## src/shared/power_ctl_pkg.sv

```systemverilog
// Shared constants for the watchdog and power-save sequencer
package power_ctl_pkg;
   // Clock and delays
   localparam int CLK_PERIOD_NS = 10;
   localparam int POR_DELAY_NS = 10000;
   localparam int POR_DELAY_CYCLES = (POR_DELAY_NS + CLK_PERIOD_NS - 1) / CLK_PERIOD_NS;
   localparam int POWERUP_TIMER_BASE_NS = 4000000;
   localparam int POWERUP_TIMER_BASE_CYCLES = POWERUP_TIMER_BASE_NS / CLK_PERIOD_NS;
   localparam int DLY_W = 24;
   // Watchdog counter
   localparam int WDT_W = 16;
   localparam logic [WDT_W-1:0] WDT_LIMIT = 16'hFFFF;
   // Configuration word addresses and layout
   localparam logic [23:0] ADDR_OSC_WORD = 24'hF80000;
   localparam logic [23:0] ADDR_WDT_WORD = 24'hF80002;
   localparam logic [23:0] ADDR_BOR_WORD = 24'hF80004;
   localparam logic [23:0] ADDR_SEG_WORD = 24'hF8000A;
   localparam logic [23:0] CFG_ERASED = 24'hFFFFFF;
   localparam logic [7:0] CFG_UPPER = 8'hFF;
   localparam int CFG_DATA_W = 16;
   localparam int WDT_FUSE_EN_BIT = 15;
   localparam int OSC_FAM_LSB = 8;
   localparam int OSC_MODE_LSB = 0;
   localparam int CLK_SWITCH_BIT = 15;
   localparam int POWERUP_TIMER_SEL_LSB = 0;
   localparam int FAILMON_BIT = 14;
   // Oscillator family codes
   localparam logic [1:0] FAM_LOW_POWER_RC_CLOCK = 2'h0;
   localparam logic [1:0] FAM_FRC = 2'h1;
   localparam logic [1:0] FAM_LP = 2'h2;
   localparam logic [1:0] FAM_PRIMARY = 2'h3;
   // Primary mode codes that need no start-up timer, and the PLL select bit
   localparam logic [3:0] MODE_EXT_CLK = 4'hC;
   localparam logic [3:0] MODE_EXT_RC = 4'h9;
   localparam int MODE_PLL_BIT = 2;
   // Reset control and status register bits
   localparam int RCS_POR = 0;
   localparam int RCS_BOR = 1;
   localparam int RCS_IDLE = 2;
   localparam int RCS_SLEEP = 3;
   localparam int RCS_WDT_TIMEOUT_FLAG = 4;
   localparam int RCS_WDT_SOFT_ENABLE = 5;
   localparam int RCS_SWR = 6;
   localparam int RCS_EXTR = 7;
   localparam logic [15:0] RCS_POR_VALUE = 16'h0003;
   localparam logic [15:0] RCS_IMPL_MASK = 16'h00FF;
   // Sequencer states
   typedef enum logic [2:0] {
      ST_RUN = 3'b000,
      ST_IDLE = 3'b001,
      ST_SLEEP = 3'b010,
      ST_POR_DLY = 3'b011,
      ST_OST = 3'b100,
      ST_LOCK = 3'b101,
      ST_POWERUP_TIMER = 3'b110,
      ST_STALL = 3'b111
   } seq_state_t;
endpackage

```

## src/watchdog_sleep_idle_control.sv

```systemverilog
// Watchdog enable, Sleep and Idle sequencer, wake delays and status flags
// Summary of operation
// - Watchdog runs whenever the programmed fuse enable bit is one.
// - An erased configuration array reads all ones, so the watchdog starts enabled.
// - Enabled watchdog counts to overflow; overflow outside Sleep and Idle forces a device reset.
// - Watchdog clear instruction zeroes the count; software must issue it in time.
// - With the fuse bit zero, software enable bit 5 of status register gates the watchdog.
// - Watchdog overflow in Sleep wakes the core and sets sleep and time-out flags.
// - Power-save instruction enters Sleep or Idle as the instruction selects.
// - Sleep gates CPU and peripheral clocks and stops the on-chip oscillator.
// - Sleep idles the failure monitor; RC clock runs for watchdog; brown-out keeps working.
// - Sleep ends on enabled interrupt, any reset, or watchdog time-out.
// - Wake restarts the prior clock; with switching on, current select field chooses it.
// - After power-on or brown-out, oscillator comes from family and mode fuses.
// - Crystal wake waits for start-up timer, PLL lock when the PLL is selected, and all timer delays.
// - Wake to external clock or RC sources applies only the power-on delay.
// - Low-power crystal kept running through Sleep applies only the power-on delay.
// - Clock still dead after delays: failure trap and fast RC, or stall.
// - Interrupt wake from Sleep branches to the handler and sets the sleep flag.
// - Every reset wakes from Sleep; non power-on resets set sleep flag, power-on clears.
// - Idle stops only the CPU clock; peripherals and clock source keep running.
// - Idle wake restores CPU clock at once, resuming next instruction or handler.
// - Idle flag set by interrupt wake and non power-on resets; watchdog wake adds time-out.
// - Configuration words are 24 bits, low 16 used, readable by table reads.
`timescale 1ns/1ns
module watchdog_sleep_idle_control #(
   parameter int POWERUP_TIMER_BASE = power_ctl_pkg::POWERUP_TIMER_BASE_CYCLES
) (
   input wire logic core_clk,
   input wire logic resetn,
   // Non-volatile configuration array, as programmed
   input wire logic nv_erased,
   input wire logic [23:0] nv_osc_word,
   input wire logic [23:0] nv_wdt_word,
   input wire logic [23:0] nv_bor_word,
   input wire logic [23:0] nv_seg_word,
   // Table read port
   input wire logic tbl_rd,
   input wire logic [23:0] tbl_addr,
   output logic [23:0] tbl_rdata,
   output logic tbl_valid,
   // Status register port
   input wire logic rcs_wr,
   input wire logic [15:0] rcs_wdata,
   output logic [15:0] reset_control_status,
   // Instructions from the core
   input wire logic power_save_instr,
   input wire logic power_save_idle,
   input wire logic watchdog_clear_instr,
   input wire logic soft_reset,
   // Wake and reset sources
   input wire logic irq_wake,
   input wire logic brownout_reset,
   input wire logic external_clear_pin,
   input wire logic low_power_rc_clock_tick,
   // Oscillator side
   input wire logic [1:0] cur_osc_sel,
   input wire logic lp_osc_keep,
   input wire logic osc_startup_timer_done,
   input wire logic pll_lock,
   input wire logic osc_clock_running,
   // Outputs to the clock tree and core
   output logic cpu_clk_en,
   output logic periph_clk_en,
   output logic osc_enable,
   output logic [1:0] sys_clk_sel,
   output logic low_power_rc_clock_en,
   output logic clock_failure_monitor_en,
   output logic fast_rc_forced,
   output logic clk_fail_trap,
   output logic device_reset_req,
   output logic wake_to_handler,
   output logic wake_resume
);
   import power_ctl_pkg::*;

   logic rst_meta;
   logic rst_n;
   logic cfg_loaded;
   logic [23:0] osc_word;
   logic [23:0] wdt_word;
   logic [23:0] bor_word;
   logic [23:0] seg_word;
   logic [WDT_W-1:0] wdt_count;
   logic wdt_on;
   logic wdt_overflow;
   seq_state_t state;
   seq_state_t next_state;
   logic [DLY_W-1:0] dly_count;
   logic [DLY_W-1:0] next_dly;
   logic [1:0] src;
   logic from_fuses;
   logic lp_kept;
   logic src_fast;
   logic src_pll;
   logic [DLY_W-1:0] powerup_timer_cycles;
   logic sleeping;
   logic idling;
   logic sync_reset;
   logic wake_event;
   logic [1:0] fam_fuse;
   logic [3:0] mode_fuse;
   logic [1:0] powerup_timer_sel;

   // Reset release through two flops
   always_ff @(posedge core_clk or negedge resetn) begin
      if (!resetn) begin
         rst_meta <= 1'b0;
         rst_n <= 1'b0;
      end else begin
         rst_meta <= 1'b1;
         rst_n <= rst_meta;
      end
   end

   // Fuse capture after release; the array is treated as static once loaded
   always_ff @(posedge core_clk or negedge rst_n) begin
      if (!rst_n) begin
         cfg_loaded <= 1'b0;
         osc_word <= CFG_ERASED;
         wdt_word <= CFG_ERASED;
         bor_word <= CFG_ERASED;
         seg_word <= CFG_ERASED;
      end else if (!cfg_loaded) begin
         cfg_loaded <= 1'b1;
         osc_word <= nv_erased ? CFG_ERASED : {CFG_UPPER, nv_osc_word[CFG_DATA_W-1:0]};
         wdt_word <= nv_erased ? CFG_ERASED : {CFG_UPPER, nv_wdt_word[CFG_DATA_W-1:0]};
         bor_word <= nv_erased ? CFG_ERASED : {CFG_UPPER, nv_bor_word[CFG_DATA_W-1:0]};
         seg_word <= nv_erased ? CFG_ERASED : {CFG_UPPER, nv_seg_word[CFG_DATA_W-1:0]};
      end
   end

   // Table reads answer one cycle later; unmapped addresses read zero
   always_ff @(posedge core_clk or negedge rst_n) begin
      if (!rst_n) begin
         tbl_rdata <= 24'h000000;
         tbl_valid <= 1'b0;
      end else begin
         tbl_valid <= tbl_rd;
         if (tbl_rd) begin
            case (tbl_addr)
               ADDR_OSC_WORD: tbl_rdata <= osc_word;
               ADDR_WDT_WORD: tbl_rdata <= wdt_word;
               ADDR_BOR_WORD: tbl_rdata <= bor_word;
               ADDR_SEG_WORD: tbl_rdata <= seg_word;
               default: tbl_rdata <= 24'h000000;
            endcase
         end
      end
   end

   assign fam_fuse = osc_word[OSC_FAM_LSB +: 2];
   assign mode_fuse = osc_word[OSC_MODE_LSB +: 4];
   assign powerup_timer_sel = bor_word[POWERUP_TIMER_SEL_LSB +: 2];
   assign sleeping = (state == ST_SLEEP);
   assign idling = (state == ST_IDLE);
   assign sync_reset = brownout_reset | external_clear_pin | soft_reset | wdt_overflow & !sleeping & !idling;

   // Watchdog: the fuse wins; software bit only matters when the fuse is off
   assign wdt_on = wdt_word[WDT_FUSE_EN_BIT] | reset_control_status[RCS_WDT_SOFT_ENABLE];
   assign wdt_overflow = wdt_on && low_power_rc_clock_tick && (wdt_count == WDT_LIMIT);

   always_ff @(posedge core_clk or negedge rst_n) begin
      if (!rst_n) begin
         wdt_count <= '0;
      end else if (watchdog_clear_instr || sync_reset || wdt_overflow || !wdt_on) begin
         wdt_count <= '0;
      end else if (low_power_rc_clock_tick) begin
         wdt_count <= wdt_count + 1'b1;
      end
   end

   // Device reset request: time-out outside low power, or a pin, software or brown-out reset
   always_ff @(posedge core_clk or negedge rst_n) begin
      if (!rst_n) begin
         device_reset_req <= 1'b0;
      end else begin
         device_reset_req <= sync_reset;
      end
   end

   // Status flags; hardware sets are applied after the software write so a set wins
   always_ff @(posedge core_clk or negedge rst_n) begin
      if (!rst_n) begin
         reset_control_status <= RCS_POR_VALUE;
      end else begin
         logic [15:0] v;
         v = reset_control_status;
         if (rcs_wr) begin
            v = rcs_wdata & RCS_IMPL_MASK;
         end
         if (brownout_reset) begin
            v[RCS_BOR] = 1'b1;
         end
         if (external_clear_pin) begin
            v[RCS_EXTR] = 1'b1;
            v[RCS_SWR] = 1'b0;
            v[RCS_WDT_TIMEOUT_FLAG] = 1'b0;
         end
         if (soft_reset) begin
            v[RCS_SWR] = 1'b1;
            v[RCS_EXTR] = 1'b0;
            v[RCS_WDT_TIMEOUT_FLAG] = 1'b0;
         end
         if (wdt_overflow && !sleeping && !idling) begin
            v[RCS_WDT_TIMEOUT_FLAG] = 1'b1;
            v[RCS_SWR] = 1'b0;
            v[RCS_EXTR] = 1'b0;
         end
         if (sleeping && (sync_reset || wdt_overflow || irq_wake)) begin
            v[RCS_SLEEP] = 1'b1;
         end
         if (idling && (sync_reset || wdt_overflow || irq_wake)) begin
            v[RCS_IDLE] = 1'b1;
         end
         if ((sleeping || idling) && wdt_overflow) begin
            v[RCS_WDT_TIMEOUT_FLAG] = 1'b1;
         end
         reset_control_status <= v;
      end
   end

   // Clock source: fuses after power-on or brown-out or with clock switching off, else the running selection
   always_ff @(posedge core_clk or negedge rst_n) begin
      if (!rst_n) begin
         from_fuses <= 1'b1;
      end else if (brownout_reset) begin
         from_fuses <= 1'b1;
      end else if (state == ST_RUN) begin
         from_fuses <= 1'b0;
      end
   end

   always_comb begin
      if (from_fuses || !osc_word[CLK_SWITCH_BIT]) begin
         src = fam_fuse;
      end else begin
         src = cur_osc_sel;
      end
   end

   assign src_pll = (src == FAM_PRIMARY) && mode_fuse[MODE_PLL_BIT];
   assign src_fast = (src == FAM_LOW_POWER_RC_CLOCK) || (src == FAM_FRC) ||
      (src == FAM_PRIMARY && (mode_fuse == MODE_EXT_CLK || mode_fuse == MODE_EXT_RC));

   // Whether the low-power crystal stayed up through the last Sleep
   always_ff @(posedge core_clk or negedge rst_n) begin
      if (!rst_n) begin
         lp_kept <= 1'b0;
      end else if (power_save_instr && !power_save_idle) begin
         lp_kept <= lp_osc_keep && (src == FAM_LP);
      end else if (brownout_reset) begin
         lp_kept <= 1'b0;
      end
   end

   always_comb begin
      case (powerup_timer_sel)
         2'h0: powerup_timer_cycles = '0;
         2'h1: powerup_timer_cycles = DLY_W'(POWERUP_TIMER_BASE);
         2'h2: powerup_timer_cycles = DLY_W'(POWERUP_TIMER_BASE * 4);
         default: powerup_timer_cycles = DLY_W'(POWERUP_TIMER_BASE * 16);
      endcase
   end

   assign wake_event = irq_wake | wdt_overflow | sync_reset;

   // Sequencer
   always_comb begin
      next_state = state;
      next_dly = dly_count;
      case (state)
         ST_RUN: begin
            if (power_save_instr) begin
               next_state = power_save_idle ? ST_IDLE : ST_SLEEP;
            end
         end
         ST_IDLE: begin
            if (wake_event) begin
               next_state = ST_RUN;
            end
         end
         ST_SLEEP: begin
            if (wake_event) begin
               next_state = ST_POR_DLY;
               next_dly = DLY_W'(POR_DELAY_CYCLES - 1);
            end
         end
         ST_POR_DLY: begin
            if (dly_count != '0) begin
               next_dly = dly_count - 1'b1;
            end else if (src_fast || lp_kept) begin
               next_state = ST_RUN;
            end else begin
               next_state = ST_OST;
            end
         end
         ST_OST: begin
            if (osc_startup_timer_done) begin
               next_state = src_pll ? ST_LOCK : ST_POWERUP_TIMER;
               next_dly = powerup_timer_cycles;
            end
         end
         ST_LOCK: begin
            if (pll_lock) begin
               next_state = ST_POWERUP_TIMER;
            end
         end
         ST_POWERUP_TIMER: begin
            if (dly_count != '0) begin
               next_dly = dly_count - 1'b1;
            end else if (osc_clock_running) begin
               next_state = ST_RUN;
            end else if (osc_word[FAILMON_BIT]) begin
               next_state = ST_RUN;
            end else begin
               next_state = ST_STALL;
            end
         end
         ST_STALL: begin
            if (osc_clock_running) begin
               next_state = ST_RUN;
            end
         end
         default: next_state = ST_RUN;
      endcase
      // Override here so the clock enables drop on the same edge as the reset request
      if (sync_reset && state != ST_SLEEP) begin
         next_state = ST_POR_DLY;
         next_dly = DLY_W'(POR_DELAY_CYCLES - 1);
      end
   end

   // Start-up after reset goes through the same delay path as a Sleep wake
   always_ff @(posedge core_clk or negedge rst_n) begin
      if (!rst_n) begin
         state <= ST_POR_DLY;
         dly_count <= DLY_W'(POR_DELAY_CYCLES - 1);
      end else begin
         state <= next_state;
         dly_count <= next_dly;
      end
   end

   // Failure trap and fast RC takeover when the crystal never came up
   always_ff @(posedge core_clk or negedge rst_n) begin
      if (!rst_n) begin
         clk_fail_trap <= 1'b0;
         fast_rc_forced <= 1'b0;
      end else begin
         clk_fail_trap <= (state == ST_POWERUP_TIMER) && (dly_count == '0) && !osc_clock_running &&
            osc_word[FAILMON_BIT];
         if (state == ST_POWERUP_TIMER && dly_count == '0 && !osc_clock_running && osc_word[FAILMON_BIT]) begin
            fast_rc_forced <= 1'b1;
         end else if (power_save_instr || brownout_reset) begin
            fast_rc_forced <= 1'b0;
         end
      end
   end

   // Wake reporting to the core
   always_ff @(posedge core_clk or negedge rst_n) begin
      if (!rst_n) begin
         wake_to_handler <= 1'b0;
         wake_resume <= 1'b0;
      end else begin
         wake_to_handler <= (sleeping || idling) && irq_wake && !sync_reset;
         wake_resume <= (sleeping || idling) && wdt_overflow && !irq_wake && !sync_reset;
      end
   end

   // Clock gating outputs, registered to keep them glitch free
   always_ff @(posedge core_clk or negedge rst_n) begin
      if (!rst_n) begin
         cpu_clk_en <= 1'b0;
         periph_clk_en <= 1'b0;
         osc_enable <= 1'b1;
         sys_clk_sel <= FAM_FRC;
         low_power_rc_clock_en <= 1'b1;
         clock_failure_monitor_en <= 1'b0;
      end else begin
         cpu_clk_en <= (next_state == ST_RUN);
         periph_clk_en <= (next_state == ST_RUN) || (next_state == ST_IDLE);
         osc_enable <= (next_state != ST_SLEEP) || lp_kept;
         sys_clk_sel <= fast_rc_forced ? FAM_FRC : src;
         low_power_rc_clock_en <= wdt_on || (src == FAM_LOW_POWER_RC_CLOCK && next_state != ST_SLEEP) ||
            (osc_word[FAILMON_BIT] && next_state != ST_SLEEP);
         clock_failure_monitor_en <= osc_word[FAILMON_BIT] &&
            (next_state == ST_RUN || next_state == ST_IDLE);
      end
   end
endmodule

```

## config.mk

```make
export PLATFORM = sky130hd
export DESIGN_NAME = watchdog_sleep_idle_control
export DESIGN_NICKNAME = d
export VERILOG_FILES = /design/src/shared/power_ctl_pkg.sv /design/src/watchdog_sleep_idle_control.sv
export SDC_FILE = /design/constraint.sdc
export NUM_CORES = 1
export LEC_CHECK = 0
export BUFFER_PORTS_ARGS = -buffer_cell sky130_fd_sc_hd__clkbuf_2
export CAP_MARGIN = 30
export CORE_UTILIZATION = 48
export DETAILED_ROUTE_END_ITERATION = 12
export PLACE_DENSITY = 0.77
export RECOVER_POWER = 50
export SYNTH_ARGS = -nofsm -noshare
export SYNTH_HDL_FRONTEND = slang
export SYNTH_SLANG_ARGS = --single-unit
```

## constraint.sdc

```tcl
create_clock -name core_clk -period 4.7 [get_ports core_clk]
set_clock_uncertainty 0.05 [all_clocks]
set_input_delay 0.705 -clock core_clk [delete_from_list [all_inputs] [get_ports core_clk]]
set_output_delay 0.705 -clock core_clk [all_outputs]
set_load 0.01 [all_outputs]
```

==> results of run 1 <==
## report_power, final
| group | switching (W) | internal (W) | leakage, nW |
|---|---|---|---|
| combinational | 0.000136 | 0.000109 | 1.86 |
| sequential | 0.0000493 | 0.00139 | 1.79 |
| clock | 0.000568 | 0.000791 | 0.281 |
## layout make-up
type,instances,area (µm²)
Sequential cell,150,3860
Inverter,26,97.6
Multi-Input combinational cell,591,3400
Tap cell,211,264
Fill cell,1284,6290
Clock buffer,17,425
Clock inverter,15,166
Timing Repair Buffer,166,876
## cell families after synthesis
group / share of synthesized area [%]
compound gates: 17.2
xor+xnor: 2.07
fa+ha+maj: 1.15
buf+inv: 5.61
flops: 50.5
mux: 3.82
other cells: 0.0984
simple gates: 19.6
## worst min-delay path by stage
stage	startpoint	slack [ns]	to
finish	rst_meta	0.30	rst_n
global route	rst_meta	0.32	rst_n
CTS	rst_meta	0.30	rst_n
detailed placement	rst_meta	0.29	rst_n
global placement	rst_meta	0.29	rst_n
floorplan	rst_meta	0.28	rst_n
## metrics by stage
stage | utilization (%) | setup slack [ns]
after global routing | 59.1 | 1.12
after CTS | 59.2 | 1.34
final | 59.1 | 1.28
after detailed placement | 55.2 | 1.36
after global placement | 55.1 | 1.42
after floorplan | - | 0.301
## metal layers
layer	vias to the layer above	track usage [%]
met5	-	0
met4	0	10.4
met3	35	5.76
met2	204	38.9
met1	3065	30.8
li1	3124	-
## layout by cell type, fill, tap and decap left out, drive strengths merged, types with 3 or more instances in the layout
| master | instances |
|---|---|
| clkinv | 5 |
| nor4 | 11 |
| and3 | 4 |
| clkinvlp | 3 |
| buf | 5 |
| nor3 | 26 |
| conb | 10 |
| or2 | 5 |
| xor2 | 12 |
| a21o | 4 |
| a222oi | 15 |
| nand4 | 6 |
| dfrtp | 70 |
| mux2i | 10 |
| nand3 | 16 |
| a21oi | 35 |
| nand3b | 3 |
| xnor2 | 6 |
| or4 | 5 |
| o21ai | 96 |
| nand4b | 3 |
| clkbuf | 177 |
| o22ai | 17 |
| nand2b | 5 |
| a31oi | 7 |
| nor4b | 3 |
| nor2b | 8 |
| nor2 | 115 |
| inv | 31 |
| mux2 | 17 |
| o211ai | 4 |
| o41ai | 4 |
| and2 | 3 |
| ha | 7 |
| dfstp | 80 |
| nand2 | 103 |
## registers in the layout, indices dropped and copies added (netlist names), 2 cells and up
name / cells
bor_word: 16
dly_count: 24
osc_word: 16
reset_control_status: 8
seg_word: 16
state: 3
sys_clk_sel: 2
tbl_rdata: 17
wdt_count: 16
wdt_word: 16
## timing repair
item	in CTS	in global routing
buffers inserted	0	0
hold buffers	1	0
setup endpoints to repair	0	0
endpoints found under the hold margin	2	0
resized for setup	0	0
==> summary.md, run 1 <==
| Metric | Value |
|---|---|
| Run status | finished, violations left |
| Failing checks | capacitance limit, slew limit |
| Total power | between 0.003 and 0.004 W |
| Yosys reg bits | 150 |
| Reg2Reg Capture Point | dly_count[22] |
| Most area-hungry cell type in the Yosys netlist | dfstp_2 |
| Drt first pass iters | 7 |
| Final setup fails | 0 |
| Tmin final | about 3.4 ns |
| Antenna viol nets, final | 0 |
| Vias in the first global route | approximately 6300 |
| Crit-path max FO | 25 |
| DR WL met2 | about 9 mm |
| Mapped Cells | ~800 |
| Critical path cell sequence | nor4_2 > nand4_2 > o31a_1 > a311oi_4 > o21ai_0 > a21oi_1 |
| R2R setup slack | 1.28 ns |
| Sink Count | 150 |
| Distinct cells, synth | ~70 |
| Area post-placement | around 0.0085 mm² |
| Setup crit end kind | flop |
| Hold Fails Final Rpt | 0 |
| Core area | 0.0154 mm² |
| Clock transition at path regs | approximately 0.06 ns |
| Routability cong. | between 0.8 and 0.9 |
| CTS tree | yes |
| Number of synthesized flops with an enable pin | 0 |
| DRC | 0 |
| Final Cycle Share | roughly 73% |
| TritonCTS buffer count | 17 |
| Via count | between 6000 and 7000 |
| Register-to-Register Path Depth | 6 |
| Worst VDD drop | 0.000192 V |
| DRT iter0 DRCs | 453 |
| Final #Nets | ~1100 |
| Seq/Total Area, Yosys | 50.5% |
| Met3 Wirelength | 1.17 mm |
| Total track usage | 24.0% |
| Root Driver | clkbuf_16 |
| Largest net degree at the start of global routing | 112 |
| First-pass GRT wire length | just over 30 mm |
| Grt ovf | 0 |
| Share of Yosys cell area claimed by the top area cell type | 27.6% |
| Port Buffers | about 160 |
| Commonest register cell after synthesis | dfstp_2 |
| Row cnt | 45 |
| DR top layer | met4 |
| Die Y | about 130 µm |
| Most frequent cell after synthesis | nor2_1 |
| Starting Density | a little under 50% |
| Cell area after synthesis | roughly 0.0076 mm² |
| Crit Path Class | flop to flop |
| Worst hold slack | 0.302 ns |
| Cell count after placement | between 1000 and 1500 |
| Fin area | approximately 0.0091 mm² |
| Leakage Power | ~4 nW |
| Number of synthesis warnings | 0 |
| Top delay family on crit path | compound AO/OA/AOI/OAI gates |
| HPWL Detailed | roughly 13 mm |
| Element type at the critical path start | flop |
| H-tree Lvls | 4 |
| Die area | 0.0164 mm² |
| HP Class | flop to flop |
| Avg Synthesized Cell Area | around 9.3 µm² |
| Slew Limit Fails | about 130 |
| Pwr Density | between 300 and 400 mW/mm² |
| Ys async rst share | between 90% and 100% |
| Metal-1 WL | approximately 8.0 mm |
| Final WL | 18.6 mm |
| WP data required | ~5 ns |
| Max-cap check violation count | 2 |
| Proportion of layout cells with a drive suffix above 1 | 32.3% |
| Critical Path Sink | dly_count[22] |
| Synth top area cells | dfstp_2 (28%), dfrtp_1 (23%), o21ai_0 (6.2%) |
| Initial antenna violation count | 0 |
| Worst rel slew slack | -78.9% |
| WP depth | 6 |
| IO Pins | between 200 and 250 |
| Synth top cells by count | nor2_1 (115), nand2_1 (103), o21ai_0 (94), dfstp_2 (80), dfrtp_1 (70) |
| Sum of buffers and inverters on the critical path | 0 |
| Slowest CP cell | a311oi_4 |
| Delay of the slowest critical-path stage | roughly 0.91 ns |
| RSZ-0062 raised after global routing | no |
| Worst Tran Pin Value | ~2.7 ns |
| Max Freq | about 0.29 GHz |
| Antenna cells | 0 |
| Worst EP arrival | roughly 3.7 ns |
| Area Growth Syn to Fin | 19.0% |
| Die W | about 130 µm |
| Crit path from | dly_count[12] |
| Clk buf depth | 2 |
| Via density | roughly 5.5 |
| Reg-to-reg startpoint | dly_count[12] |
| Hold Crit Depth | 0 |
| Skew-Pair Late Insertion Delay | ~0.43 ns |
| Setup TNS | 0 ns |
| Routed wire length per instance | between 15 and 20 µm |
| Finished Layout Cells | ~1200 |
Note: power is estimated with default switching activity, not from simulation.
==> inputs of run 2 (changes only) <==
CORE_UTILIZATION = 50   (was 48)
clock period = 3.2 ns   (was 4.7 ns; I/O delays follow)
==> run 2 against run 1 <==
- the run still ends with capacitance limit, slew limit left
- fmax up 22%
- sequential share of layout area decreased by 0.065 points
- clock power grew 46%
- sequential cell count did not move
- power up 47%
- cell count shrank 1.4%
- critical endpoint is now cpu_clk_en
- first-iteration DRC count grew 9.3%
- final area about the same
- global-route usage rose by 1.2 points
- register-to-register slack got worse by 0.89 ns
- setup slack lost 0.89 ns
- routed wire length up 0.52%
==> summary.md, run 2 (synthesis results as in run 1) <==
| Metric | Value |
|---|---|
| Reg with most FFs | dly_count |
| Final Cycle Share | 87.7% |
| HPWL Detailed | about 13 mm |
| Final setup fails | 0 |
| Sink Count | 150 |
| Grt ovf | 0 |
| Row cnt | 44 |
| Initial antenna violation count | 0 |
| Proportion of layout cells with a drive suffix above 1 | between 30% and 40% |
| Worst EP arrival | a little over 3 ns |
| Via count | around 6400 |
| Area Growth Syn to Fin | 19.1% |
| Die area | between 0.015 and 0.02 mm² |
| Starting Density | 51.9% |
| Area of the multi-input gates | about 0.0034 mm² |
| Tmin final | approximately 2.8 ns |
| Drt first pass iters | 6 |
| Largest net degree at the start of global routing | about 120 |
| Critical path cell sequence | nor4_1 > nand4_2 > buf_4 > o311ai_0 > mux2i_1 > a2111oi_4 > inv_1 > nor3_2 |
| Crit Path Class | flop to flop |
| Slowest CP cell | nor4_1 |
| Register area | 0.00385 mm² |
| Routed wire length per instance | roughly 16 µm |
| Final WL | 18.7 mm |
| Pwr Density | 492 mW/mm² |
| Slew Limit Fails | 172 |
| Delay of the slowest critical-path stage | ~0.59 ns |
| Crit path from | dly_count[17] |
| Finished Layout Cells | approximately 1200 |
| DRC | 0 |
| Max-cap check violation count | 2 |
| Vias in the first global route | 6307 |
| Final #Nets | between 1000 and 1500 |
| Fill cell count | ~1200 |
| Biggest regs | dly_count (24), tbl_rdata (17) |
| Total power | around 0.0045 W |
| Run status | finished, violations left |
| Switching Fraction | about a quarter |
| Port Buffers | 159 |
| Skew-Pair Late Insertion Delay | roughly 0.43 ns |
| Failing checks | capacitance limit, slew limit |
| Antenna cells | 0 |
| Hold Fails Final Rpt | 0 |
| Switching power | around 0.0012 W |
| DRT iter0 DRCs | about 500 |
| Via density | around 5.5 |
| Die W | ~130 µm |
| First-pass GRT wire length | 31.4 mm |
| # resized after CTS | 0 |
| Leakage Power | 3.97 nW |
| Max reg flops | 24 |
| Antenna viol nets, final | 0 |
| RSZ-0062 raised after global routing | no |
| HP Start | irq_wake |
| Total track usage | 25.2% |
| TritonCTS buffer count | 17 |
| Worst Tran Pin Value | ~2.3 ns |
| CTS tree | yes |
| Clk pwr share | about 45% |
| Commonest non-fill, non-tap cells in the layout | clkbuf_2 (153), nor2_1 (115), nand2_1 (103) |
| Worst rel slew slack | -50.4% |
| Core area | between 0.01 and 0.015 mm² |
| H-tree Lvls | 4 |
| Most common cell after layout, fill and taps aside | clkbuf_2 |
| Cell count after placement | 1126 |
| P_int | around 0.0033 W |
| HP Class | input pin to flop |
| Root Driver | clkbuf_16 |
| Setup crit end kind | flop |
| WP data required | between 3 and 4 ns |
| IO Pins | between 200 and 250 |
| Routability cong. | a little under 0.9 |
| Worst VDD drop | between 0.0004 and 0.0005 V |
| Sequential share of power | 47.3% |
| Combinational power share | between 8 and 9% |
| Clock transition at path regs | about 0.07 ns |
| Die Y | 126 µm |
| Postcts setup bufs | 0 |
| Crit-path max FO | 6 |
| Max Freq | about 0.36 GHz |
| Reg-to-reg startpoint | dly_count[17] |
| Setup TNS | 0 ns |
| Clk buf depth | 2 |
| Element type at the critical path start | flop |
==> run 2: critical path, delay by kind of cell (launching register included) <==
family | cells | cell delay [ns]
compound gates | 2 | 0.79
buf+inv | 2 | 0.32
flops | 1 | 0.42
mux | 1 | 0.19
simple gates | 3 | 0.97
==> run 2: stage by stage <==
step | cell area [µm²] | utilization [%] | hold slack [ns] | setup slack [ns]
after CTS | 9140 | 62.2 | 0.180 | 0.378
after detailed placement | 8540 | 58.1 | 0.218 | 0.413
after global placement | 8510 | 57.9 | 0.217 | 0.455
final | 9090 | 61.8 | 0.193 | 0.392
after floorplan | 7660 | - | 0.134 | 0.738
after global routing | 9090 | 61.8 | 0.176 | 0.134
==> run 2: final cells by class <==
type,instances,share of cell area [%]
multi-input cells,591,37.3
well taps,184,2.53
repair buffers,176,10.2
inverters,26,1.07
flip-flops and latches,150,42.4
clock buffers,18,4.72
clock inverters,14,1.75
==> run 2: final timing paths <==
kind / endpoint / slack (ns) / depth (start not counted)
worst max register to register: cpu_clk_en / 0.39 / 8
worst max-delay path: cpu_clk_en / 0.39 / 8
worst min-delay path: wake_resume / 0.19 / 2
max in group asynchronous: tbl_valid / 0.64 / 1
worst min register to register: rst_n / 0.31 / 0
min in group asynchronous: rst_meta / 0.32 / 2
==> run 2: layer usage <==
layer	share of wire, %	vias to the layer above	track usage (%)
met5	0	-	0
met4	2.3	0	9.33
met3	5.7	36	6.29
met2	49	188	39.6
met1	43	3033	33.8
li1	-	3160	-
==> run 2: repair_timing <==
| item | CTS | global route |
|---|---|---|
| endpoints found under the setup margin | 0 | 0 |
| hold endpoints to repair | 2 | 0 |
| hold buffers | 1 | 0 |
==> run 2: power by group through the flow <==
| stage | combinational, W | clock [W] | sequential, W |
|---|---|---|---|
| floorplan | 0.000203 | 0 | 0.00214 |
| global placement | 0.000339 | 0 | 0.00216 |
| detailed placement | 0.000365 | 0 | 0.00215 |
| CTS | 0.000368 | 0.00202 | 0.00212 |
| global route | 0.000411 | 0.00211 | 0.00213 |
| finish | 0.000362 | 0.00199 | 0.00212 |
